`src/rtl/sccr_regs.svh`:
```
// Register map and field constants for the control and configuration registers
`ifndef SCCR_REGS_SVH
`define SCCR_REGS_SVH
`define SCCR_ADDR_W        6
`define SCCR_CTL_ADDR      6'h0A
`define SCCR_CFG_ADDR      6'h0B
`define SCCR_RST_VAL       8'h00
`define SCCR_KEY_HI        7
`define SCCR_KEY_LO        6
`define SCCR_PHASE_HI      5
`define SCCR_PHASE_LO      4
`define SCCR_OVR_EN        3
`define SCCR_CTL_LOCKMASK  8'h3F
`define SCCR_KEY_FIRST     2'h0
`define SCCR_KEY_SECOND    2'h3
`define SCCR_KEY_THIRD     2'h1
`define SCCR_RAW_SEL       7
`define SCCR_LOCK          5
`define SCCR_UNSIGNED      4
`define SCCR_MON_EN        3
`define SCCR_ARM_HI        2
`define SCCR_ARM_LO        0
`define SCCR_PHASE_NORMAL  2'h3
`define SCCR_ARM_PCM       3'h1
`define SCCR_FLAGS_RST     6'h04
`endif
```
`src/rtl/sccr_pkg.sv`:
```
// Types for the control and configuration register bank
package sccr_pkg;
	typedef enum logic [2:0] {
		SCCR_KEY_IDLE = 3'h1,
		SCCR_KEY_GOT1 = 3'h2,
		SCCR_KEY_GOT2 = 3'h4
	} sccr_key_t;
	typedef enum logic [1:0] {
		SCCR_PH_START1 = 2'h0,
		SCCR_PH_START2 = 2'h1,
		SCCR_PH_START3 = 2'h2,
		SCCR_PH_NORMAL = 2'h3
	} sccr_phase_t;
endpackage : sccr_pkg

```
`src/rtl/sccr_bank.sv`:
```
// Control and configuration register pair with reset key and init lock
`timescale 1ns/1ns
`include "sccr_regs.svh"
module sccr_bank
	import sccr_pkg::*;
(
	input  wire logic                    clk_sys,
	input  wire logic                    reset_n,
	input  wire logic                    cmd_valid,
	input  wire logic                    cmd_write,
	input  wire logic [`SCCR_ADDR_W-1:0] cmd_addr,
	input  wire logic [7:0]              cmd_wdata,
	input  wire logic                    deflect_req,
	output logic                         rsp_valid,
	output logic [7:0]                   rsp_rdata,
	output logic                         rsp_hit,
	output logic                         digital_reset,
	output logic [1:0]                   oc_phase,
	output logic                         raw_data_select,
	output logic                         unsigned_format,
	output logic                         offset_monitor_enable,
	output logic                         init_done_lock,
	output logic                         wcrc_enable,
	output logic                         deflection_check_enable,
	output logic [2:0]                   arm_mode,
	output logic                         arm_out_enable,
	output logic                         arm_active_low,
	output logic                         arm_pcm
);

	logic [5:0]  ctl_q, ctl_d;
	logic [7:0]  cfg_q, cfg_d;
	sccr_key_t   key_q, key_d;
	logic        rst_pulse_q, rst_pulse_d;
	logic        rsp_valid_q, rsp_valid_d;
	logic [7:0]  rsp_q, rsp_d;
	logic        hit_q, hit_d;
	logic [1:0]  phase_q, phase_d;
	logic [2:0]  arm_q, arm_d;
	logic [5:0]  flags_q, flags_d;
	logic [2:0]  pin_q, pin_d;
	logic        lock;
	logic        ctl_wr, cfg_wr;
	logic [1:0]  key_in;

	// Decode of one register address
	function automatic logic addr_is(input logic [`SCCR_ADDR_W-1:0] a,
		input logic [`SCCR_ADDR_W-1:0] r);
		addr_is = (a == r);
	endfunction : addr_is

	assign lock   = cfg_q[`SCCR_LOCK];
	assign ctl_wr = cmd_valid & cmd_write & addr_is(cmd_addr, `SCCR_CTL_ADDR);
	assign cfg_wr = cmd_valid & cmd_write & addr_is(cmd_addr, `SCCR_CFG_ADDR);
	assign key_in = cmd_wdata[`SCCR_KEY_HI:`SCCR_KEY_LO];

	// Register contents
	always_comb begin
		ctl_d = ctl_q;
		cfg_d = cfg_q;
		if (ctl_wr && !lock) begin
			if (cmd_wdata[`SCCR_OVR_EN] && ctl_q[`SCCR_OVR_EN]) begin
				ctl_d[`SCCR_PHASE_HI:`SCCR_PHASE_LO] =
					cmd_wdata[`SCCR_PHASE_HI:`SCCR_PHASE_LO];
			end
			ctl_d[`SCCR_OVR_EN] = cmd_wdata[`SCCR_OVR_EN];
			ctl_d[2:0] = cmd_wdata[2:0];
		end
		if (cfg_wr && !lock) begin
			cfg_d = cmd_wdata;
		end
	end

	// Reset key tracker and responses
	always_comb begin
		key_d       = key_q;
		rst_pulse_d = 1'b0;
		rsp_valid_d = 1'b0;
		rsp_d       = rsp_q;
		hit_d       = hit_q;
		if (cmd_valid) begin
			key_d = SCCR_KEY_IDLE;
			if (ctl_wr) begin
				case (key_q)
					SCCR_KEY_IDLE: begin
						if (key_in == `SCCR_KEY_FIRST) key_d = SCCR_KEY_GOT1;
					end
					SCCR_KEY_GOT1: begin
						if (key_in == `SCCR_KEY_SECOND) key_d = SCCR_KEY_GOT2;
						else if (key_in == `SCCR_KEY_FIRST) key_d = SCCR_KEY_GOT1;
					end
					SCCR_KEY_GOT2: begin
						if (key_in == `SCCR_KEY_THIRD) rst_pulse_d = 1'b1;
						else if (key_in == `SCCR_KEY_FIRST) key_d = SCCR_KEY_GOT1;
					end
					default: key_d = SCCR_KEY_IDLE;
				endcase
			end
			rsp_valid_d = 1'b1;
			hit_d       = 1'b1;
			if (addr_is(cmd_addr, `SCCR_CTL_ADDR)) begin
				rsp_d = {2'h0, ctl_q};
			end else if (addr_is(cmd_addr, `SCCR_CFG_ADDR)) begin
				rsp_d = cfg_q;
			end else begin
				rsp_d = `SCCR_RST_VAL;
				hit_d = 1'b0;
			end
		end
	end

	// Derived controls
	always_comb begin
		phase_d = ctl_q[`SCCR_PHASE_HI:`SCCR_PHASE_LO];
		if (lock) phase_d = `SCCR_PHASE_NORMAL;
		arm_d = cfg_q[`SCCR_ARM_HI:`SCCR_ARM_LO];
		pin_d[2] = |cfg_q[`SCCR_ARM_HI:`SCCR_ARM_LO];
		pin_d[1] = cfg_q[`SCCR_ARM_LO] & (cfg_q[`SCCR_ARM_HI] | cfg_q[`SCCR_ARM_LO+1]);
		pin_d[0] = (cfg_q[`SCCR_ARM_HI:`SCCR_ARM_LO] == `SCCR_ARM_PCM);
		flags_d[0] = cfg_q[`SCCR_RAW_SEL];
		flags_d[1] = cfg_q[`SCCR_UNSIGNED];
		flags_d[2] = cfg_q[`SCCR_MON_EN] | ~cfg_q[`SCCR_RAW_SEL];
		flags_d[3] = lock;
		flags_d[4] = lock;
		flags_d[5] = deflect_req & ~lock;
	end

	always_ff @(posedge clk_sys) begin
		// All state but the reset pulse cleared on either reset; flags load SCCR_FLAGS_RST
		if (!reset_n || rst_pulse_q) begin
			ctl_q       <= 6'h00;
			cfg_q       <= `SCCR_RST_VAL;
			key_q       <= SCCR_KEY_IDLE;
			rsp_valid_q <= 1'b0;
			rsp_q       <= `SCCR_RST_VAL;
			hit_q       <= 1'b0;
			phase_q     <= 2'h0;
			arm_q       <= 3'h0;
			pin_q       <= 3'h0;
			// Monitor forced on: cleared config selects cancelled data
			flags_q     <= `SCCR_FLAGS_RST;
		end else begin
			ctl_q       <= ctl_d;
			cfg_q       <= cfg_d;
			key_q       <= key_d;
			rsp_valid_q <= rsp_valid_d;
			rsp_q       <= rsp_d;
			hit_q       <= hit_d;
			phase_q     <= phase_d;
			arm_q       <= arm_d;
			pin_q       <= pin_d;
			flags_q     <= flags_d;
		end
	end

	// Pulse survives its own reset so the outside sees it
	always_ff @(posedge clk_sys) begin
		if (!reset_n) rst_pulse_q <= 1'b0;
		else          rst_pulse_q <= rst_pulse_d;
	end

	assign rsp_valid               = rsp_valid_q;
	assign rsp_rdata               = rsp_q;
	assign rsp_hit                 = hit_q;
	assign digital_reset           = rst_pulse_q;
	assign oc_phase                = phase_q;
	assign raw_data_select         = flags_q[0];
	assign unsigned_format         = flags_q[1];
	assign offset_monitor_enable   = flags_q[2];
	assign init_done_lock          = flags_q[3];
	assign wcrc_enable             = flags_q[4];
	assign deflection_check_enable = flags_q[5];
	assign arm_mode                = arm_q;
	assign arm_out_enable          = pin_q[2];
	assign arm_active_low          = pin_q[1];
	assign arm_pcm                 = pin_q[0];

endmodule : sccr_bank

```
`config.mk`:
```
export PLATFORM = sky130hd
export DESIGN_NAME = sccr_bank
export DESIGN_NICKNAME = d
export VERILOG_FILES = /design/src/rtl/sccr_pkg.sv /design/src/rtl/sccr_bank.sv
export VERILOG_INCLUDE_DIRS = /design/src /design/src/rtl
export SDC_FILE = /design/constraint.sdc
export NUM_CORES = 1
export LEC_CHECK = 0
export ABC_CLOCK_PERIOD_IN_PS = 3100
export BUFFER_PORTS_ARGS = -buffer_cell sky130_fd_sc_hd__buf_2
export CAP_MARGIN = 0
export CORE_MARGIN = 8
export CORE_UTILIZATION = 55
export CTS_BUF_LIST = sky130_fd_sc_hd__clkbuf_16
export DETAILED_ROUTE_END_ITERATION = 6
export PLACE_DENSITY = 0.83
export SLEW_MARGIN = 20
export SYNTH_ARGS = -nofsm -noshare
export SYNTH_HDL_FRONTEND = slang
export SYNTH_SLANG_ARGS = --single-unit
```
`constraint.sdc`:
```
create_clock -name clk_sys -period 3.1 [get_ports clk_sys]
set_input_delay 0.31 -clock clk_sys [delete_from_list [all_inputs] [get_ports clk_sys]]
set_output_delay 0.31 -clock clk_sys [all_outputs]
set_load 0.1 [all_outputs]
```
==> reports/metrics.sh <==
DETAILEDROUTE.FIRSTPASSITERATIONCOUNT=4
INTERNAL-POWER_uW=929
DIE_SPAN_IN_Y_MICRONS=70.3
YOSYS_MOST_USED_DFF='dfxtp_1'
FINAL_CELL_COUNT_NO_FILL=249
SYNTHMOSTINSTANTIATEDCELL='dfxtp_1'
TIMING.MAX_SLEW.REL_SLACK_PCT=58.7
NUM-NETS-FINAL=240
OUTCOME='completed'
CRITPATHMAXSTAGEDELAY_NS=0.63
CLOCK-SINKS=41
PWR_DENSITY_CELL_nW_PER_UM2=601
MINIMUM_CLOCK_PERIOD_NS=1.56
MULTI_INPUT_AREA_SQ_UM=712
REG2REG_SLACK_NS=1.62
SYNTH_SEQUENTIAL_AREA_RATIO_PCT=50.5
FINAL_LAYOUT_SIZE_SUFFIX_GT1_SHARE_PCT=25.7
YOSYS.AREA.TOP_TYPE='dfxtp_1'
CRIT_END_CATEGORY='register'
VIAS_IN_THE_FIRST_GLOBAL_ROUTE=1395
CTS_ROOT_BUF='clkbuf_16'
CRITICAL_PATH.STARTPOINT='cmd_addr[2]'
DETAILED_ROUTE_WIRE_LENGTH_PER_CELL_MICRONS=16.2
YOSYS-TOP-CELLS-AREA='dfxtp_1 (51%), o21ai_0 (4.0%), nand3_1 (3.7%)'
BOUNDARYPINS=44
CRIT_PATH_START_KIND='input port'
SETUP_TNS_NS=0
MOST_FREQUENT_CELLS_AFTER_SYNTHESIS='dfxtp_1 (41), nor2_1 (16), o21ai_0 (13), nand2_1 (12), nand3_1 (12)'
FINAL.FILL_COUNT=198
POST-ROUTE-DRC-COUNT=0
OVERFLOW=0
YOSYS_WARNINGS=0
CLOCK_INSERTION_DELAY_WORST_SKEW_NS=0.28
SYNTH_EDF_COUNT=0
MAX-VDD-IR-DROP_mV=0.646
ANTENNA_FOUND_INITIAL=0
CLK_PIN_SLEW_WORST_PATHS_NS=0.06
OVERALL_POWER_AFTER_LAYOUT_mW=1.20
TIGHTEST_SLEW_NS=0.620
POST_SYNTH_INSTANCE_AREA_SQ_UM=1620
TIMING.FINAL.WS_SETUP_NS=1.54
FLOORPLAN.ROWS=19
CTS.PATH.MAX_BUFFERS=2
CTS-HOLD-FIX-BUFFERS=0
YOSYS_REGISTER_BITS=41
TIMING.CRITICAL_PATH.FANOUT_MAX=8
POWER_FRAC_SEQ_PCT=44.7
POWER.LEAKAGE_nW=0.882
COMB_POWER_SHARE_PCT=8.1
ROUTE.ANTENNA.REMAINING_NETS=0
SYN-INSTANCE-COUNT=176
CRIT_PATH_CELL_TRACE='buf_2 -> or4b_4 -> nor3_4 -> mux2i_1 -> nor2_1'
GLOBALROUTETOTALUTIL_PCT=16.5
HOLD_CLASS='in2reg'
DIE_WIDTH_MICRONS=70.3
CRITICALPATHCATEGORY='in2reg'
CORE_REGION_AREA_SQ_UM=2780
PRECTSSETUPSLACK_NS=1.24
GRT_START_MAX_NET_PINS=28
POST_CTS.REPAIR.SETUP_BUFFERS=0
TIMING.CLOCK.SKEW_NS=0.00326
SYN_NETS=199
GLOBALPLACE.CONGESTION=0.749
ARRIVAL_NS=1.71
TRITONCTS.NUM_BUFFERS=5
FINALHOLDVIOLATIONS=0
WIRELENGTH_ROUTED_MICRONS=4040
TIMING.FINAL.CRIT_SHARE_PCT=50.4
WORST-ENDPOINT-REQUIRED_NS=3.24
INSERTEDDIODECOUNT=0
DIE_OUTLINE_AREA_SQ_UM=4950
LAYOUT-AREA-OVERHEAD-VS-SYNTH_PCT=22.6
PLACED_CELLS=241
YS_ASYNC_SR_FRACTION_PCT=0
SWITCHING_POWER_SHARE_OF_THE_TOTAL_PCT=22.4
YOSYS.AREA.TOP_TYPE_SHARE_PCT=50.5
POWER.SWITCHING_uW=268
FINAL-SETUP-VIOL-COUNT=0
GRT_FIRST_PASS_WIRELENGTH_MICRONS=6670
CTS_REPAIR_RESIZE_COUNT=0
CLKPWRFRAC_PCT=47.1
LAYOUT.AREA.SEQ_SQ_UM=821
PORTBUFFERS=43
FIRST_ITER_VIOLATIONS=105
H-TREE-DEPTH=2
START_UTIL_PCT=58.4
SYN-MEAN-INSTANCE-AREA_SQ_UM=9.23
NETLIST-CELL-TYPE-COUNT=33
DRV_CAP=0
CLOCK.FMAX_MHz=640
CPMAXSTAGEDELAYCELL='or4b_4'
UNREPAIRED_SETUP_ENDPOINTS_AFTER_GLOBAL_ROUTING='false'
HOLD_PATH_STARTPOINT='cmd_wdata[4]'
POST_DRT_VIA_CELL_RATIO=5.67
TRITONCTS='yes'
TIMING.FINAL.MAX_SLEW_VIOLATIONS=0
WORST_R2R_STARTPOINT='cfg_q[5]'
NUM_VIAS=1411
DP_HPWL_MICRONS=2900
layout by cell type (no fill, tap or decap):
| master | synthesis | final |
|---|---|---|
| nand3_1 | 12 | 12 |
| a22oi_1 | 6 | 6 |
| a31o_2 | 1 | 1 |
| nor4bb_1 | 1 | 1 |
| nand4b_1 | 1 | 1 |
| nor3_4 | 2 | 2 |
| a21oi_1 | 11 | 11 |
| nand4_1 | 3 | 3 |
| nor2b_1 | 1 | 1 |
| nor2_1 | 16 | 16 |
| o21ai_1 | 2 | 2 |
| dfxtp_1 | 41 | 41 |
| bufinv_16 | 0 | 1 |
| and3_1 | 1 | 1 |
| nand3b_1 | 2 | 2 |
| nor4_4 | 1 | 1 |
| mux2i_1 | 4 | 4 |
| o31ai_1 | 1 | 1 |
| or4b_4 | 1 | 1 |
| nor2_4 | 1 | 1 |
| inv_1 | 9 | 10 |
| xnor2_1 | 1 | 1 |
| o21ai_0 | 13 | 13 |
| a31oi_1 | 3 | 3 |
| clkbuf_16 | 0 | 5 |
| nand2b_1 | 8 | 8 |
| nand2_1 | 12 | 12 |
| ha_1 | 4 | 4 |
| o22ai_1 | 1 | 1 |
| nor3_1 | 5 | 5 |
| clkinv_1 | 0 | 1 |
| buf_4 | 1 | 1 |
| and2_1 | 2 | 2 |
| buf_2 | 1 | 43 |
cell families (layout without fill, tap and decap cells):
| logic type | count (synthesis) | after routing | share of synthesized area (%) |
|---|---|---|---|
| xor+xnor | 1 | 1 | 0.539 |
| mux | 4 | 4 | 2.47 |
| fa+ha+maj | 4 | 4 | 3.08 |
| buf+inv | 19 | 61 | 5.62 |
| compound gates | 38 | 38 | 13.3 |
| simple gates | 69 | 69 | 24.4 |
| flops | 41 | 41 | 50.5 |
flip-flops by register name, indices dropped and copies added (netlist names), 2 cells and up:
signal,count
cfg_q,8
oc_phase,2
pin_q,3
ctl_q,6
rsp_rdata,8
arm_mode,3
flags_q,5
key_q,3
power groups by stage:
| stage | Clock, mW | Combinational (mW) | Sequential (mW) |
|---|---|---|---|
| detailed placement | 0 | 0.0962 | 0.547 |
| global placement | 0 | 0.0934 | 0.546 |
| global route | 0.594 | 0.103 | 0.536 |
| CTS | 0.576 | 0.0968 | 0.535 |
| floorplan | 0 | 0.0298 | 0.586 |
| finish | 0.564 | 0.0972 | 0.535 |
path summary, 6_finish.rpt:
kind                                endpoint  depth (start not counted)
worst max register to register      ctl_q[2]                          4
worst min-delay path                cfg_q[4]                          3
worst min register to register  rsp_rdata[6]                          2
worst max-delay path                ctl_q[2]                          5
critical path, delay by kind of cell:
kind          cells  cell delay [ns]
simple gates      3             1.03
mux               1             0.26
buf+inv           1             0.10
per-stage QoR:
stage / area, sq um / utilization, % / hold WS, ns
after global placement: 1830 / 65.7 / 0.442
after detailed placement: 1830 / 65.7 / 0.458
after global routing: 1990 / 71.6 / 0.289
after floorplan: 1620 / - / 0.424
final: 1990 / 71.6 / 0.272
after CTS: 1990 / 71.6 / 0.266
final cells by class:
type	count	area share, %
clock buffers	5	6.29
clock inverters	3	1.89
inverters	9	1.70
multi-input cells	116	35.8
flip-flops and latches	41	41.2
well taps	31	1.95
repair buffers	44	11.2
layer usage:
layer / up-vias / GRT usage (%) / wire length, microns
li1: 690 / - / -
met1: 660 / 18.3 / 1630
met2: 48 / 27.7 / 2040
met3: 13 / 5.23 / 249
met4: 0 / 7.59 / 118
met5: - / 0 / 0
No activity file was read; power rests on OpenSTA's default activity.
